[src/design/vcr_pkg.sv]
// Purpose: Shared constants for the configuration and video select registers
// Assumes: 16-bit host I/O data, 20-bit host memory address
// Notes: Offsets are host I/O byte addresses
package vcr_pkg;
    localparam logic [15:0] VCR_OFS_STRAP_CFG = 16'h5ae8;
    localparam logic [15:0] VCR_OFS_VID_SEL = 16'h5ee8;
    localparam logic [15:0] VCR_OFS_CURRENT_VERTICAL_POSITION = 16'h82e8;
    // Strapped configuration fields
    localparam int VCR_B_BASE = 3;
    localparam int VCR_B_SIZE = 5;
    localparam int VCR_B_DIR = 6;
    localparam int VCR_B_PLANE = 7;
    localparam int VCR_B_BANKS = 8;
    localparam int VCR_B_VTYPE = 10;
    localparam int VCR_B_FIVE = 11;
    localparam int VCR_B_DAC = 13;
    localparam logic [15:0] VCR_STRAP_MASK = 16'h2fff;
    localparam int VCR_STRAP_W = 17;
    // Video select fields
    localparam int VCR_B_ALT_HIGH_WRITE_SELECT = 4;
    localparam int VCR_B_ALT_LOW_WRITE_SELECT = 5;
    localparam int VCR_B_ALT_HIGH_USE_ENABLE = 6;
    localparam int VCR_B_ALT_LOW_USE_ENABLE = 7;
    localparam int VCR_B_CLK = 8;
    localparam int VCR_B_OVR = 12;
    localparam int VCR_B_MON = 13;
    localparam logic VCR_OVR_RST = 1'b1;
    localparam logic [3:0] VCR_IDX_RST = 4'h0;
    localparam logic [2:0] VCR_CLK_RST = 3'h0;
    localparam logic [11:0] VCR_Y_RST = 12'h000;
    // ROM window: 4K page, window sizes, base table by {base, size, micro_bus}
    localparam int VCR_PAGE_BIT = 12;
    localparam logic [19:0] VCR_WIN_8K = 20'h02000;
    localparam logic [19:0] VCR_WIN_32K = 20'h08000;
    localparam logic [19:0] VCR_ROM_BASE_TBL [16] = '{
        20'hd0000, 20'hd0000, 20'hc6000, 20'hc8000,
        20'hd8000, 20'hd8000, 20'hd8000, 20'hd8000,
        20'hc0000, 20'hc0000, 20'hc0000, 20'hc0000,
        20'hc8000, 20'hc8000, 20'hc8000, 20'hc6000};
    typedef enum logic [1:0] {
        VCR_SET_NORMAL = 2'b00,
        VCR_SET_HIGH = 2'b01,
        VCR_SET_LOW = 2'b10
    } vcr_set_type;
endpackage

[src/design/vcr_rom_if.sv]
// Purpose: Carries ROM window settings and results to the decoder
// Assumes: One clock domain
// Notes: Purely combinational bundle
`timescale 1ns/1ps
interface vcr_rom_if;
    logic [1:0] base;
    logic size;
    logic size_strap;
    logic micro_bus;
    logic [19:0] mem_addr;
    logic [2:0] page_sel;
    logic hit;
    logic [2:0] page_drive;
    modport dec (input base, size, size_strap, micro_bus, mem_addr, page_sel, output hit, page_drive);
    modport ctl (output base, size, size_strap, micro_bus, mem_addr, page_sel, input hit, page_drive);
endinterface

[src/design/vcr_strap_latch.sv]
// Purpose: Synchronises strap pins and holds their level caught during reset
// Assumes: Reset held at least three clock edges
// Notes: Live output is the second synchroniser stage
`timescale 1ns/1ps
module vcr_strap_latch #(
    parameter int W = 1
) (
    // Clock and reset
    input wire logic clk_sys,
    input wire logic resetn,
    // Pins and results
    input wire logic [W-1:0] pins,
    output logic [W-1:0] live,
    output logic [W-1:0] caught,
    output logic done
);
    logic [W-1:0] meta_r;
    logic [W-1:0] live_r;
    logic [W-1:0] caught_r;
    logic done_r;

    always_ff @(posedge clk_sys) begin
        meta_r <= pins;
        live_r <= meta_r;
    end

    // Follows the pins all through reset, frozen from release on
    always_ff @(posedge clk_sys) begin
        if (!resetn) begin
            caught_r <= live_r;
        end
    end

    always_ff @(posedge clk_sys) begin
        if (!resetn) begin
            done_r <= 1'b0;
        end else begin
            done_r <= 1'b1;
        end
    end

    assign live = live_r;
    assign caught = caught_r;
    assign done = done_r;

    frozen_after_a: assert property (@(posedge clk_sys) disable iff (!resetn)
        $past(resetn) |-> caught_r == $past(caught_r))
        else $error("strap value moved after reset");
endmodule

[src/design/vcr_rom_dec.sv]
// Purpose: Decodes the expansion ROM window and chooses the page pin value
// Assumes: Host memory address is stable while it is decoded
// Notes: Lower 4K of a window is ROM page zero only when the size strap is set
`timescale 1ns/1ps
module vcr_rom_dec (
    // Settings and results
    vcr_rom_if.dec rom
);
    import vcr_pkg::*;
    logic [19:0] base_addr;
    logic [19:0] win_len;
    logic [19:0] offset;

    always_comb begin
        base_addr = VCR_ROM_BASE_TBL[{rom.base, rom.size, rom.micro_bus}];
        win_len = rom.size ? VCR_WIN_8K : VCR_WIN_32K;
        offset = rom.mem_addr - base_addr;
        rom.hit = (rom.mem_addr >= base_addr) && (offset < win_len);
        if (!rom.size_strap) begin
            rom.page_drive = rom.page_sel;
        end else if (!offset[VCR_PAGE_BIT]) begin
            rom.page_drive = 3'h0;
        end else begin
            rom.page_drive = rom.page_sel;
        end
    end
endmodule

[src/design/vcr_regs.sv]
// Purpose: Strapped configuration, video timing select and vertical position registers
// Assumes: Host I/O cycles arrive synchronous to clk_sys as one-cycle strobes
// Notes: Read data is registered, valid the cycle after io_rd
//
// What this block does
// - ROM base bits 4:3, strapped, default 11
// - ROM window base from table and bus
// - Page zero fills first 4K of window when size strapped
// - Bit 5 picks 32K or 8K window
// - Upper 4K paged by page select
// - Bit 6 strapped, sets page pin direction
// - Outputs show page select or zero
// - Inputs readable live in status bits 15:13
// - Bit 7 eight plane, strapped, writable
// - Bits 9:8 banks, codes 01/11 interleave
// - Bit 10 VRAM type, strapped
// - Bit 11 five pixel, needs memory bit
// - Bit 13 DAC width, strapped
// - Bits 3:0 pick multifunction read index
// - Bits 4/5 redirect writes, both block
// - Function write chooses alternate set used
// - Three clock select sets, view selected
// - Override bit forces normal set
// - Function control write clears override
// - Display code bits 15:13 latched or live
// - Y position bits 11:0, rest zero
// - Registers at 5AE8h, 5EE8h and 82E8h
`timescale 1ns/1ps
module vcr_regs (
    // Clock and reset
    input wire logic clk_sys,
    input wire logic resetn,
    // Host I/O port
    input wire logic [15:0] io_addr,
    input wire logic io_wr,
    input wire logic io_rd,
    input wire logic [1:0] io_be,
    input wire logic [15:0] io_wdata,
    output logic [15:0] io_rdata,
    output logic io_hit,
    // Host memory cycle for the ROM window
    input wire logic [19:0] mem_addr,
    input wire logic micro_bus,
    output logic rom_select,
    // Strap pins
    input wire logic [2:0] strap_pins_low,
    input wire logic [1:0] strap_pins_four_three,
    input wire logic strap_pin_five,
    input wire logic strap_pin_six,
    input wire logic strap_pin_seven,
    input wire logic column_strobe_three_n,
    input wire logic column_strobe_two_n,
    input wire logic memory_address_bit_eight,
    input wire logic write_enable_four_n,
    input wire logic wide_dac_pin,
    // ROM page pins
    input wire logic [2:0] rom_page_pins_in,
    output logic [2:0] rom_page_pins_out,
    output logic [2:0] rom_page_pins_oe,
    // From neighbouring registers
    input wire logic [2:0] rom_page_select,
    input wire logic memory_control_bit0,
    input wire logic afc_write,
    input wire logic afc_clock_choice0,
    // Configuration outputs
    output logic [15:0] strapped_memory_rom_config,
    output logic [2:0] subsystem_status_id,
    output logic eight_plane_status,
    output logic horizontal_interleave,
    output logic five_pixel_grouping,
    output logic wide_dac_select,
    output logic [3:0] mfc_read_index,
    output logic alt_high_write_select,
    output logic alt_low_write_select,
    output logic timing_access_block,
    output vcr_pkg::vcr_set_type video_set,
    output logic [2:0] pixel_clock_choice,
    output logic [11:0] current_vertical_position
);
    import vcr_pkg::*;

    logic [VCR_STRAP_W-1:0] strap_pins;
    logic [VCR_STRAP_W-1:0] strap_live;
    logic [VCR_STRAP_W-1:0] strap_caught;
    logic strap_done;
    logic [15:0] cfg_r;
    logic [3:0] idx_r;
    logic alt_high_write_select_r, alt_low_write_select_r, alt_high_use_enable_r, alt_low_use_enable_r, ovr_r;
    logic [2:0] clk_norm_r, clk_high_r, clk_low_r;
    logic [2:0] mon_r;
    logic [11:0] y_r;
    vcr_set_type set_r;
    logic [15:0] rdata_r;
    logic hit_r;
    logic sel_cfg, sel_vid, sel_y;
    logic wr_lo, wr_hi;
    logic [2:0] clk_view;
    logic [2:0] mon_view;
    logic [15:0] cfg_view, vid_view;

    // Strap pins gathered into one vector
    // Bit positions line up with the strapped register, bit 12 has no pin
    assign strap_pins = {rom_page_pins_in, wide_dac_pin, 1'b0, write_enable_four_n, memory_address_bit_eight,
        column_strobe_three_n, column_strobe_two_n, strap_pin_seven, strap_pin_six, strap_pin_five,
        strap_pins_four_three, strap_pins_low};

    vcr_strap_latch #(.W(VCR_STRAP_W)) u_strap (
        .clk_sys(clk_sys),
        .resetn(resetn),
        .pins(strap_pins),
        .live(strap_live),
        .caught(strap_caught),
        .done(strap_done)
    );

    always_comb begin
        sel_cfg = 1'b0;
        sel_vid = 1'b0;
        sel_y = 1'b0;
        if (io_addr == VCR_OFS_STRAP_CFG) begin
            sel_cfg = 1'b1;
        end else if (io_addr == VCR_OFS_VID_SEL) begin
            sel_vid = 1'b1;
        end else if (io_addr == VCR_OFS_CURRENT_VERTICAL_POSITION) begin
            sel_y = 1'b1;
        end
    end
    assign wr_lo = io_wr && io_be[0];
    assign wr_hi = io_wr && io_be[1];

    // strapped fields, loaded while reset is low
    always_ff @(posedge clk_sys) begin
        if (!resetn) begin
            cfg_r <= strap_caught[15:0] & VCR_STRAP_MASK;
        end else begin
            if (sel_cfg && wr_lo) begin
                cfg_r[7:3] <= io_wdata[7:3];
            end
            if (sel_cfg && wr_hi) begin
                cfg_r[15:8] <= io_wdata[15:8] & VCR_STRAP_MASK[15:8];
            end
        end
    end

    always_ff @(posedge clk_sys) begin
        if (!resetn) begin
            idx_r <= VCR_IDX_RST;
            alt_high_write_select_r <= 1'b0;
            alt_low_write_select_r <= 1'b0;
            alt_high_use_enable_r <= 1'b0;
            alt_low_use_enable_r <= 1'b0;
        end else if (sel_vid && wr_lo) begin
            idx_r <= io_wdata[3:0];
            alt_high_write_select_r <= io_wdata[VCR_B_ALT_HIGH_WRITE_SELECT];
            alt_low_write_select_r <= io_wdata[VCR_B_ALT_LOW_WRITE_SELECT];
            alt_high_use_enable_r <= io_wdata[VCR_B_ALT_HIGH_USE_ENABLE];
            alt_low_use_enable_r <= io_wdata[VCR_B_ALT_LOW_USE_ENABLE];
        end
    end

    // three clock select sets; a word write sees the old selects
    always_ff @(posedge clk_sys) begin
        if (!resetn) begin
            clk_norm_r <= VCR_CLK_RST;
            clk_high_r <= VCR_CLK_RST;
            clk_low_r <= VCR_CLK_RST;
        end else begin
            if (sel_vid && wr_hi) begin
                if (alt_high_write_select_r && !alt_low_write_select_r) begin
                    clk_high_r <= io_wdata[VCR_B_CLK +: 3];
                end else if (alt_low_write_select_r && !alt_high_write_select_r) begin
                    clk_low_r <= io_wdata[VCR_B_CLK +: 3];
                end else if (!alt_high_write_select_r && !alt_low_write_select_r) begin
                    clk_norm_r <= io_wdata[VCR_B_CLK +: 3];
                end
            end
            if (afc_write) begin
                clk_norm_r[0] <= afc_clock_choice0;
            end
        end
    end

    // override resets high; cleared by function write
    always_ff @(posedge clk_sys) begin
        if (!resetn) begin
            ovr_r <= VCR_OVR_RST;
        end else if (afc_write) begin
            ovr_r <= 1'b0;
        end else if (sel_vid && wr_hi) begin
            ovr_r <= io_wdata[VCR_B_OVR];
        end
    end

    // function write picks set in use
    always_ff @(posedge clk_sys) begin
        if (!resetn) begin
            set_r <= VCR_SET_NORMAL;
        end else if (afc_write) begin
            if (alt_high_use_enable_r && afc_clock_choice0) begin
                set_r <= VCR_SET_HIGH;
            end else if (alt_low_use_enable_r && !afc_clock_choice0) begin
                set_r <= VCR_SET_LOW;
            end else begin
                set_r <= VCR_SET_NORMAL;
            end
        end
    end

    // display code, writable only when latched
    always_ff @(posedge clk_sys) begin
        if (!resetn) begin
            mon_r <= strap_caught[16:14];
        end else if (sel_vid && wr_hi && cfg_r[VCR_B_DIR]) begin
            mon_r <= io_wdata[VCR_B_MON +: 3];
        end
    end

    always_ff @(posedge clk_sys) begin
        if (!resetn) begin
            y_r <= VCR_Y_RST;
        end else begin
            if (sel_y && wr_lo) begin
                y_r[7:0] <= io_wdata[7:0];
            end
            if (sel_y && wr_hi) begin
                y_r[11:8] <= io_wdata[11:8];
            end
        end
    end

    // view follows the single active write select
    always_comb begin
        if (alt_high_write_select_r && !alt_low_write_select_r) begin
            clk_view = clk_high_r;
        end else if (alt_low_write_select_r && !alt_high_write_select_r) begin
            clk_view = clk_low_r;
        end else begin
            clk_view = clk_norm_r;
        end
    end

    // live pins when they are inputs
    assign mon_view = cfg_r[VCR_B_DIR] ? mon_r : strap_live[16:14];
    assign cfg_view = {cfg_r[15:3], strap_caught[2:0]} & VCR_STRAP_MASK;
    assign vid_view = {mon_view, ovr_r, 1'b0, clk_view, alt_low_use_enable_r, alt_high_use_enable_r, alt_low_write_select_r, alt_high_write_select_r, idx_r};

    always_ff @(posedge clk_sys) begin
        if (!resetn) begin
            rdata_r <= 16'h0000;
            hit_r <= 1'b0;
        end else begin
            hit_r <= (io_rd || io_wr) && (sel_cfg || sel_vid || sel_y);
            if (io_rd) begin
                if (sel_cfg) begin
                    rdata_r <= cfg_view;
                end else if (sel_vid) begin
                    rdata_r <= vid_view;
                end else if (sel_y) begin
                    rdata_r <= {4'h0, y_r};
                end else begin
                    rdata_r <= 16'h0000;
                end
            end
        end
    end

    vcr_rom_if rom_if ();
    assign rom_if.base = cfg_r[VCR_B_BASE +: 2];
    assign rom_if.size = cfg_r[VCR_B_SIZE];
    assign rom_if.size_strap = strap_caught[VCR_B_SIZE];
    assign rom_if.micro_bus = micro_bus;
    assign rom_if.mem_addr = mem_addr;
    assign rom_if.page_sel = rom_page_select;

    vcr_rom_dec u_dec (
        .rom(rom_if.dec)
    );

    logic pins_drive;
    // outputs only after code is latched
    assign pins_drive = strap_caught[VCR_B_DIR] && strap_done;

    always_ff @(posedge clk_sys) begin
        if (!resetn) begin
            rom_page_pins_out <= 3'h0;
        end else begin
            rom_page_pins_out <= rom_if.page_drive;
        end
    end

    assign rom_page_pins_oe = {3{pins_drive}};
    assign rom_select = rom_if.hit;
    assign io_rdata = rdata_r;
    assign io_hit = hit_r;
    assign strapped_memory_rom_config = cfg_view;
    assign subsystem_status_id = mon_view;
    assign eight_plane_status = strap_caught[VCR_B_PLANE];
    // interleave on codes 01 and 11
    assign horizontal_interleave = cfg_r[VCR_B_BANKS];
    // five pixel needs memory control bit
    assign five_pixel_grouping = cfg_r[VCR_B_FIVE] && memory_control_bit0;
    assign wide_dac_select = cfg_r[VCR_B_DAC];
    assign mfc_read_index = idx_r;
    assign alt_high_write_select = alt_high_write_select_r && !alt_low_write_select_r;
    assign alt_low_write_select = alt_low_write_select_r && !alt_high_write_select_r;
    assign timing_access_block = alt_high_write_select_r && alt_low_write_select_r;
    assign video_set = ovr_r ? VCR_SET_NORMAL : set_r;
    assign pixel_clock_choice = (video_set == VCR_SET_HIGH) ? clk_high_r :
        (video_set == VCR_SET_LOW) ? clk_low_r : clk_norm_r;
    assign current_vertical_position = y_r;

    ovr_clear_a: assert property (@(posedge clk_sys) disable iff (!resetn)
        afc_write |=> !ovr_r) else $error("override not cleared by function write");
    ovr_force_a: assert property (@(posedge clk_sys) disable iff (!resetn)
        ovr_r |-> video_set == VCR_SET_NORMAL) else $error("override did not force normal set");
    alt_pick_a: assert property (@(posedge clk_sys) disable iff (!resetn)
        afc_write && alt_high_use_enable_r && afc_clock_choice0 |=> set_r == VCR_SET_HIGH)
        else $error("alternate high set not chosen");
    both_block_a: assert property (@(posedge clk_sys) disable iff (!resetn)
        alt_high_write_select_r && alt_low_write_select_r && sel_vid && wr_hi && !afc_write |=> $stable(clk_norm_r) && $stable(clk_high_r)
        && $stable(clk_low_r))
        else $error("clock select written while access blocked");
    y_read_a: assert property (@(posedge clk_sys) disable iff (!resetn)
        io_rd && sel_y |=> io_rdata[15:12] == 4'h0 && io_rdata[11:0] == $past(y_r))
        else $error("vertical position read wrong");
    mon_live_a: assert property (@(posedge clk_sys) disable iff (!resetn)
        !cfg_r[VCR_B_DIR] |-> subsystem_status_id == strap_live[16:14])
        else $error("display code not live");
    pin_dir_a: assert property (@(posedge clk_sys) disable iff (!resetn)
        rom_page_pins_oe != 3'h0 |-> strap_caught[VCR_B_DIR] && strap_done)
        else $error("page pins driven while inputs");
    page_low_a: assert property (@(posedge clk_sys) disable iff (!resetn)
        !strap_caught[VCR_B_SIZE] ##1 !strap_caught[VCR_B_SIZE] |-> rom_page_pins_out == $past(rom_page_select))
        else $error("page pins not showing page select");
    five_px_a: assert property (@(posedge clk_sys) disable iff (!resetn)
        five_pixel_grouping |-> memory_control_bit0) else $error("five pixel without memory bit");
endmodule

[config.mk]
export PLATFORM = sky130hd
export DESIGN_NAME = vcr_regs
export DESIGN_NICKNAME = d
export VERILOG_FILES = /design/src/design/vcr_pkg.sv /design/src/design/vcr_rom_if.sv /design/src/design/vcr_strap_latch.sv /design/src/design/vcr_rom_dec.sv /design/src/design/vcr_regs.sv
export SDC_FILE = /design/constraint.sdc
export NUM_CORES = 1
export LEC_CHECK = 0
export ABC_CLOCK_PERIOD_IN_PS = 3900
export BUFFER_PORTS_ARGS = -buffer_cell sky130_fd_sc_hd__buf_2
export CAP_MARGIN = 20
export CELL_PAD_IN_SITES_DETAIL_PLACEMENT = 0
export CELL_PAD_IN_SITES_GLOBAL_PLACEMENT = 1
export CORE_MARGIN = 2
export CORE_UTILIZATION = 35
export CTS_CLUSTER_SIZE = 28
export DETAILED_ROUTE_END_ITERATION = 7
export PLACE_DENSITY_LB_ADDON = 0.1
export SETUP_SLACK_MARGIN = 0.15
export SLEW_MARGIN = 20
export SYNTH_ARGS = -nofsm -noshare
export SYNTH_HDL_FRONTEND = slang
export SYNTH_SLANG_ARGS = --single-unit
export TNS_END_PERCENT = 50
[constraint.sdc]
create_clock -name clk_sys -period 3.9 [get_ports clk_sys]
set_clock_uncertainty 0.2 [all_clocks]
set_input_delay 0.39 -clock clk_sys [delete_from_list [all_inputs] [get_ports clk_sys]]
set_output_delay 0.39 -clock clk_sys [all_outputs]
set_load 0.05 [all_outputs]
==> flow_summary.json, run 1 <==
{
  "synthCells": 445,
  "slew_violations": 0,
  "fin_crit_sh_pct": 90.70,
  "cts_made_buffers": 17,
  "num_vias": 3727,
  "slowest_stage": "edfxtp_1",
  "die_x_um": 118.7,
  "status": "finished clean",
  "grt_max_degree": 35,
  "cts.clk_slew.worst_paths_ps": 50,
  "portBuffers": 136,
  "critPathMaxFanout": 6,
  "hold_path_class": "input pin to flip-flop",
  "core-area_um2": 12720,
  "p_seq_share_pct": 39.1,
  "fmax_mhz": 282.7,
  "setup.worst_path.end_class": "output port",
  "cts_sinks": 114,
  "routedWlPerCell_um": 15.80,
  "synth_top_cells_by_area": "dfxtp_1 (37%), edfxtp_1 (19%), mux2i_1 (6.3%)",
  "drive_gt1_share_pct": 30.64,
  "netlist-cell-type-count": 48,
  "track_usage_pct": 18.28,
  "synth.most_common_cell": "dfxtp_1",
  "clock_path_buffers": 2,
  "rsz0062_at_grt": "no",
  "dr.pass1.iters": 4,
  "synth_flop_cell": "dfxtp_1",
  "synthTopCellsByCount": "dfxtp_1 (85), nand2_1 (61), o21ai_0 (31), edfxtp_1 (29), mux2i_1 (29)",
  "synth-seq-area-share_pct": 55.85,
  "utilization_pct": 49.26,
  "start_util_pct": 36.20,
  "cp_slowest_stage_delay_ps": 460,
  "cap_violations": 0,
  "synth_async_sr_flop_share_pct": 0,
  "post_cts_buffers": 0,
  "setup_viol": 0,
  "synth_edf_count": 29,
  "cts-root-buf": "clkbuf_16",
  "slew_headroom_pct": 30.61,
  "yosysTopAreaCellShare_pct": 36.95,
  "htreeDepth": 4,
  "synth_top_cell_by_area": "dfxtp_1",
  "clockPowerShare_pct": 52.9,
  "fin_crit_ps": 3537,
  "yosysWarnings": 0,
  "reg2reg_slack_ps": 1900,
  "p_leak_uw": 0.002786,
  "placementRows": 41,
  "hpwl_um": 8874,
  "design.die.area_um2": 14090,
  "fill_cells": 1266,
  "route.detailed.drc": 0,
  "clkLatencyLatePin_ps": 410,
  "power-per-cell-area_nw_per_um2": 521.0,
  "drt-vias-per-instance": 4.784,
  "cp_data_required_time_ps": 3310,
  "antenna_found_initial": 0,
  "peakVddDrop_uv": 317.4,
  "p_sw_uw": 733.6,
  "routabilityCongestion": 0.7604,
  "crit_path_frequent_cell": "ha_1",
  "wirelength_um": 12310,
  "avgSynthCellArea_um2": 10.35,
  "worstMarginPinSlew_ps": 1037,
  "fp.dieH_um": 118.7,
  "antenna_cells": 0,
  "finalHoldViolations": 0,
  "startpoint_type": "flip-flop",
  "tns_ps": 0,
  "grt_pass1_vias": 3723,
  "grt_pass1_wl_um": 19690,
  "pwr-share-comb_pct": 8.0,
  "io_pins": 152,
  "finalNetCount": 686,
  "postSynthRegisterBits": 114,
  "antenna_left": 0,
  "mappedNetlistArea_um2": 4606,
  "area_delta_synth_final_pct": 36.08,
  "gr-total-overflow": 0,
  "path_cells": "nor3_1 -> o21a_1 -> ha_1 -> inv_1 -> fa_1 -> xor2_1 -> ha_1 -> o21ai_0 -> nand4b_1 -> a211oi_2 -> buf_4",
  "cts_tree": "built",
  "swShare_pct": 22.47,
  "criticalPathCategory": "flip-flop to output port",
  "worstPathArrival_ps": 2950,
  "drt_iter0_drc": 194,
  "intPower_uw": 2531
}
## worst max-delay path: cells and delay by family (launching register included)
kind                     cells  cell delay (ps)
flip-flops                   1              460
AND/OR/NAND/NOR              2              350
buffers and inverters        2              270
adder cells (fa/ha/maj)      3              860
AO/OA/AOI/OAI                3              400
XOR/XNOR                     1              190
## stage by stage
step                      instances  hold slack [ps]  total power (uW)  setup WS [ps]  cell area, um2
after global placement          728            110.2              1544          811.2            5406
final                           779            54.22              3265          362.6            6267
after floorplan                 447            109.6              1464          362.4            4618
after CTS                       779            36.49              3296          296.0            6265
after global routing            779            53.38              3380          173.9            6267
after detailed placement        728            112.1              1548          771.8            5406
## power by group through the flow
stage                     clock, uW  sequential, uW  combinational (uW)
after floorplan                   0            1330                 139
after global placement            0            1300                 243
after detailed placement          0            1300                 247
after CTS                      1760            1280                 262
after global routing           1820            1280                 284
final                          1730            1280                 261
## cell usage in the layout, fill, tap and decap left out, types with 5 or more instances in the layout
master | netlist | final
buf_2 | 1 | 135
dfxtp_1 | 85 | 85
nand2_1 | 61 | 61
o21ai_0 | 31 | 31
mux2i_1 | 29 | 29
edfxtp_1 | 29 | 29
inv_1 | 25 | 25
dlygate4sd3_1 | 0 | 19
clkbuf_16 | 0 | 18
a21oi_1 | 16 | 16
nand2b_1 | 13 | 13
o31ai_1 | 13 | 13
nor2_1 | 12 | 12
a32oi_1 | 11 | 11
ha_1 | 10 | 10
buf_4 | 12 | 10
nand3_1 | 8 | 8
o22ai_1 | 6 | 6
mux2_2 | 5 | 5
and3b_1 | 5 | 5
nand4_1 | 5 | 5
bufinv_16 | 0 | 5
## what timing repair did
action | 4_1_cts | 5_1_grt
hold buffers | 19 | 0
endpoints found under the hold margin | 19 | 0
endpoints found under the setup margin | 0 | 1
gates resized for setup | 0 | 2
## registers in the layout (all words and copies together) (netlist names), 2 cells and up
register                   flops
rom_page_pins_out              3
cfg_r                         10
io_rdata                      16
clk_low_r                      3
u_strap.meta_r                16
u_strap.live                  16
mfc_read_index                 4
set_r                          2
current_vertical_position     12
clk_high_r                     3
mon_r                          3
clk_norm_r                     3
u_strap.caught                16
## cell type report
class / instances / area, um2 / area share, %
Sequential cell: 114 / 2572 / 41.05
Multi-Input combinational cell: 271 / 1773 / 28.29
Timing Repair Buffer: 164 / 940.9 / 15.01
Clock buffer: 19 / 464.2 / 7.407
Tap cell: 172 / 215.2 / 3.434
Clock inverter: 13 / 203.9 / 3.254
Inverter: 26 / 97.59 / 1.557
## routing by layer
metal,global-route usage [%],share of wire [%]
met1,23.97,47
met2,27.95,46
met3,5.888,6.2
met4,7.068,1.5
met5,0,0
## final timing paths
check                            to  cells past startpoint                    start
setup / recovery         rom_select                     11                 cfg_r[4]
hold / removal    mfc_read_index[1]                      3              io_wdata[1]
setup reg to reg      clk_norm_r[0]                      5  alt_high_write_select_r
hold reg to reg     u_strap.live[4]                      0        u_strap.meta_r[4]
## logic make-up (layout without fill, tap and decap cells)
| logic type | Yosys count | after routing | share of synthesized area [%] |
|---|---|---|---|
| AO/OA/AOI/OAI | 90 | 90 | 12.42 |
| XOR/XNOR | 2 | 2 | 0.3804 |
| adder cells (fa/ha/maj) | 11 | 11 | 3.151 |
| buffers and inverters | 62 | 222 | 6.248 |
| flip-flops | 114 | 114 | 55.85 |
| multiplexers | 34 | 34 | 7.525 |
| other | 1 | 3 | 0.08142 |
| AND/OR/NAND/NOR | 131 | 131 | 14.34 |
Power figures use the tool's default switching activity.
==> run 2: changes to the inputs <==
- RECOVER_POWER: default -> 100
==> run 2 against run 1 <==
Against the previous run:
- sequential share of layout area grew 0.72 points
- non-clock buffer count unchanged
- die area is the same
- final area fell by 1.7%
- fmax decreased by 2.1%
- via count is 0.38% higher
- core utilization down 0.85 points
- the run now ends with max-capacitance violations, max-slew violations left
- sequential power about the same
==> flow_summary.json, run 2 (synthesis results as in run 1) <==
{
  "crit_path_frequent_cell": "ha_1",
  "setup_viol": 0,
  "antenna_cells": 0,
  "cap_violations": 1,
  "portBuffers": 136,
  "io_pins": 152,
  "clkLatencyLatePin_ps": 410,
  "slowest_stage": "edfxtp_1",
  "start_util_pct": 36.20,
  "drive_gt1_share_pct": 18.45,
  "area_delta_synth_final_pct": 33.74,
  "grt_max_degree": 35,
  "status": "complete, but fails checks",
  "fin_crit_ps": 3614,
  "reg2reg_slack_ps": 1890,
  "criticalPathCategory": "flip-flop to output port",
  "placementRows": 41,
  "routedWlPerCell_um": 15.92,
  "slew_violations": 33,
  "antenna_left": 0,
  "fmax_mhz": 276.7,
  "drt_iter0_drc": 146,
  "stdcell_count": 779,
  "rsz0062_at_grt": "no",
  "final_common_cell": "dfxtp_1",
  "track_usage_pct": 18.28,
  "design.die.area_um2": 14090,
  "violations": "max-capacitance violations, max-slew violations",
  "whs_path_depth": 3,
  "path_cells": "nor3_1 -> o21a_1 -> ha_1 -> inv_1 -> fa_1 -> xor2_1 -> ha_1 -> o21ai_0 -> nand4b_1 -> a211oi_2 -> clkbuf_2",
  "hpwl_um": 8874,
  "die_x_um": 118.7,
  "final_cell_mix": "dfxtp_1 (85), clkbuf_1 (74), buf_2 (66)",
  "post_dp_cell_area_um2": 5406,
  "cp_slowest_stage_delay_ps": 460,
  "finalHoldViolations": 0,
  "htreeDepth": 4,
  "drt-vias-per-instance": 4.802,
  "p_leak_uw": 0.002501,
  "routabilityCongestion": 0.7604,
  "ff2ff_path_depth": 6,
  "critPathMaxFanout": 6,
  "min_from": "io_wdata[1]",
  "core-area_um2": 12720,
  "fp.dieH_um": 118.7,
  "num_vias": 3741,
  "worstMarginPinSlew_ps": 1628,
  "hold_path_class": "input pin to flip-flop",
  "cts.clk_slew.worst_paths_ps": 50,
  "cts-root-buf": "clkbuf_16",
  "dp_cells": 728,
  "startpoint_type": "flip-flop",
  "setup.worst_path.end_class": "output port",
  "antenna_found_initial": 0,
  "tns_ps": 0,
  "grt_pass1_wl_um": 19690,
  "cts_tree": "built",
  "dr.pass1.iters": 4,
  "route.detailed.drc": 0,
  "cp_data_required_time_ps": 3310,
  "power-per-cell-area_nw_per_um2": 529.3,
  "gr-total-overflow": 0,
  "clock_path_buffers": 2,
  "reg2reg_from": "alt_low_write_select_r",
  "wirelength_um": 12410,
  "fin_crit_sh_pct": 92.66,
  "r2r_end": "clk_norm_r[0]",
  "cts_sinks": 114,
  "cts_made_buffers": 17,
  "slew_headroom_pct": -8.566,
  "fin_area_um2": 6160,
  "peakVddDrop_uv": 317.4,
  "grt_pass1_vias": 3723,
  "finalNetCount": 686,
  "utilization_pct": 48.42,
  "worstPathArrival_ps": 3020,
  "min_to": "mfc_read_index[1]"
}
run 2: cell types whose count changed in the layout (fill, tap and decap cells not counted):
cell	before	now
buf_2	135	66
buf_4	10	4
clkbuf_1	0	74
clkbuf_2	0	1
run 2: worst max path at each step:
stage          depth (start not counted)     start    endpoint  slack, ps
2_1_floorplan                         10  cfg_r[4]  rom_select        360
3_3_place_gp                          11  cfg_r[4]  rom_select        810
3_5_place_dp                          11  cfg_r[4]  rom_select        770
4_1_cts                               11  cfg_r[4]  rom_select        300
5_1_grt                               11  cfg_r[4]  rom_select        100
6_report                              11  cfg_r[4]  rom_select        290
run 2: layout make-up:
cell class | instances | area (um2)
inverter | 26 | 97.59
clock inverter | 13 | 203.9
tap | 172 | 215.2
multi-input combinational | 271 | 1773
clock buffer | 19 | 464.2
sequential | 114 | 2572
timing repair buffer | 164 | 833.3
fill | 1300 | 6563
run 2: power by group:
part           switching (uW)  leakage, uW  internal (uW)
sequential               19.1     0.000984           1260
clock                     544     0.000318           1190
combinational             172      0.00120           82.1
total                     735      0.00250           2520
run 2: per-layer routing:
layer	track usage (%)	routed length, um	vias up
met5	0	0	-
met4	7.068	241	0
met3	5.888	757	22
met2	27.95	5576	116
met1	23.97	5830	1738
li1	-	-	1865
run 2: stage by stage:
| step | total power, uW | setup slack, ps | hold slack, ps |
|---|---|---|---|
| after global routing | 3374 | 95.65 | 53.37 |
| final | 3260 | 286.4 | 54.28 |
| after CTS | 3296 | 296.0 | 36.49 |
| after floorplan | 1464 | 362.4 | 109.6 |
| after detailed placement | 1548 | 771.8 | 112.1 |
| after global placement | 1544 | 811.2 | 110.2 |
run 2: timing repair:
item                                   in CTS  in global routing
gates resized for setup                     0                  2
hold buffers                               19                  0
buffers inserted                            0                  0
setup endpoints to repair                   0                  1
endpoints found under the hold margin      19                  0
run 2: worst max-delay path: cells and delay by family (launching register included):
family                     cells  cell delay, ps
buffers and inverters          2             350
adders and majority gates      3             860
DFF                            1             460
AOI/OAI and AO/OA              3             400
and+or+nand+nor                2             350
xor gates and xnor gates       1             190
==> run 3: changes to the inputs <==
- CORE_UTILIZATION: 35 -> 38
- SYNTH_HIERARCHICAL: default -> 1
==> run 3 against run 2 <==
Against the previous run:
- the flow still finishes with violations (max-capacitance violations, max-slew violations)
- non-clock buffer count shrank 5
- global-route usage up 1.6 points
- sequential power about the same
- critical path type unchanged
==> flow_summary.json, run 3 <==
{
  "crit_family": "adder cells",
  "setup.worst_path.end_class": "output port",
  "top_layer_used": "met5",
  "startpoint_type": "flip-flop",
  "route.met2.wl_um": 5870,
  "die_x_um": 115.9,
  "fp.dieH_um": 115.9,
  "slowest_stage": "edfxtp_1",
  "power-per-cell-area_nw_per_um2": 498.0,
  "drt_iter0_drc": 262,
  "mappedNetlistArea_um2": 4760,
  "antenna_left": 0,
  "dr.pass1.iters": 5,
  "placementRows": 40,
  "clkLatencyLatePin_ps": 420,
  "critPathMaxFanout": 6,
  "slew_headroom_pct": -6.567,
  "routabilityCongestion": 0.8179,
  "min_from": "io_wdata[0]",
  "core-area_um2": 12110,
  "dp_slack_ps": 661.8,
  "crit_path_frequent_cell": "ha_1",
  "routedWlPerCell_um": 16.13,
  "whs_path_depth": 3,
  "met1Wirelength_um": 5861,
  "cts_sinks": 114,
  "track_usage_pct": 19.91,
  "setup_viol": 0,
  "fin_area_um2": 6136,
  "grt_pass1_vias": 3750,
  "final_cell_mix": "dfxtp_1 (85), clkbuf_1 (75), buf_2 (66)",
  "io_pins": 152,
  "cts-root-buf": "clkbuf_16",
  "reg2reg_slack_ps": 2090,
  "hold_path_class": "input pin to flip-flop",
  "wirelength_um": 12830,
  "drive_gt1_share_pct": 17.73,
  "tns_ps": 0,
  "rsz0062_at_grt": "no",
  "synthCells": 465,
  "cts_made_buffers": 17,
  "worstMarginPinSlew_ps": 1599,
  "setup_slack_ps": 258.6,
  "r2r_end": "io_rdata[8]",
  "cp_slowest_stage_delay_ps": 490,
  "area_delta_synth_final_pct": 28.92,
  "reg2reg_from": "alt_high_write_select_r",
  "fmax_mhz": 274.6,
  "cap_violations": 2,
  "hpwl_um": 9311,
  "utilization_pct": 50.66,
  "peakVddDrop_uv": 470.0,
  "avgSynthCellArea_um2": 10.24,
  "num_vias": 3885,
  "final_common_cell": "dfxtp_1",
  "worstPathArrival_ps": 3050,
  "finalHoldViolations": 0,
  "cts_tree": "built",
  "drt-vias-per-instance": 4.887,
  "fin_crit_sh_pct": 93.37,
  "min_to": "current_vertical_position[0]",
  "status": "complete, but fails checks",
  "antenna_found_initial": 2,
  "violations": "max-capacitance violations, max-slew violations",
  "clock_path_buffers": 2,
  "path_cells": "nor3_2 -> o21a_1 -> ha_1 -> inv_1 -> fa_1 -> xor2_1 -> ha_1 -> o21ai_0 -> nand4b_1 -> a211oi_2 -> clkbuf_2",
  "grt_max_degree": 38,
  "post_dp_cell_area_um2": 5495,
  "design.die.area_um2": 13440,
  "gr-total-overflow": 0,
  "criticalPathCategory": "flip-flop to output port",
  "portBuffers": 136,
  "crit_buf_inv": 2,
  "finalNetCount": 705,
  "slew_violations": 73,
  "cts.clk_slew.worst_paths_ps": 60,
  "grt_pass1_wl_um": 19790,
  "route.met3.wl_um": 885,
  "yosysWarnings": 6,
  "route.detailed.drc": 0,
  "htreeDepth": 4,
  "cp_data_required_time_ps": 3310,
  "p_leak_uw": 0.002366,
  "fin_crit_ps": 3641,
  "ff2ff_path_depth": 6,
  "start_util_pct": 39.30
}
run 3: layout make-up:
class,instances,area (um2)
antenna,1,2.502
clock buffer,19,432.9
clock inverter,13,152.6
fill,1171,5976
inverter,23,86.33
multi-input combinational,298,1887
sequential,114,2572
tap,168,210.2
timing repair buffer,159,792.0
run 3: what timing repair did:
item	in CTS	in global routing
endpoints found under the setup margin	0	1
hold buffers	16	0
buffers inserted	0	2
hold endpoints to repair	16	0
resized for setup	0	3
run 3: worst max-delay path by stage:
| stage | depth (start not counted) | slack, ps | from | to |
|---|---|---|---|---|
| 4_1_cts | 11 | 220 | cfg_r[4] | rom_select |
| 5_1_grt | 11 | 100 | cfg_r[4] | rom_select |
| 3_3_place_gp | 11 | 760 | cfg_r[4] | rom_select |
| 2_1_floorplan | 10 | 350 | cfg_r[4] | rom_select |
| 3_5_place_dp | 11 | 660 | cfg_r[4] | rom_select |
| 6_report | 11 | 260 | cfg_r[4] | rom_select |
run 3: worst min-delay path, delay by kind of cell:
family | cells | cell delay [ps]
simple gates | 1 | 50
mux | 1 | 50
buf+inv | 1 | 100
run 3: through the flow:
stage,hold WS [ps],instances,power (uW)
5_1_grt,39.60,794,3161
6_report,31.47,795,3055
3_3_place_gp,109.6,744,1546
3_5_place_dp,112.1,744,1551
4_1_cts,18.44,792,3085
2_1_floorplan,109.6,467,1468
run 3: per-layer routing:
metal	up-vias	GRT usage (%)
met5	-	0
met4	2	7.778
met3	15	6.172
met2	138	31.11
met1	1799	25.90
li1	1931	-
run 3: report_power, final:
group / switching (uW) / internal (uW) / total (uW)
combinational: 174 / 81.8 / 256
sequential: 19.1 / 1260 / 1280
clock: 572 / 951 / 1520
total: 765 / 2290 / 3060
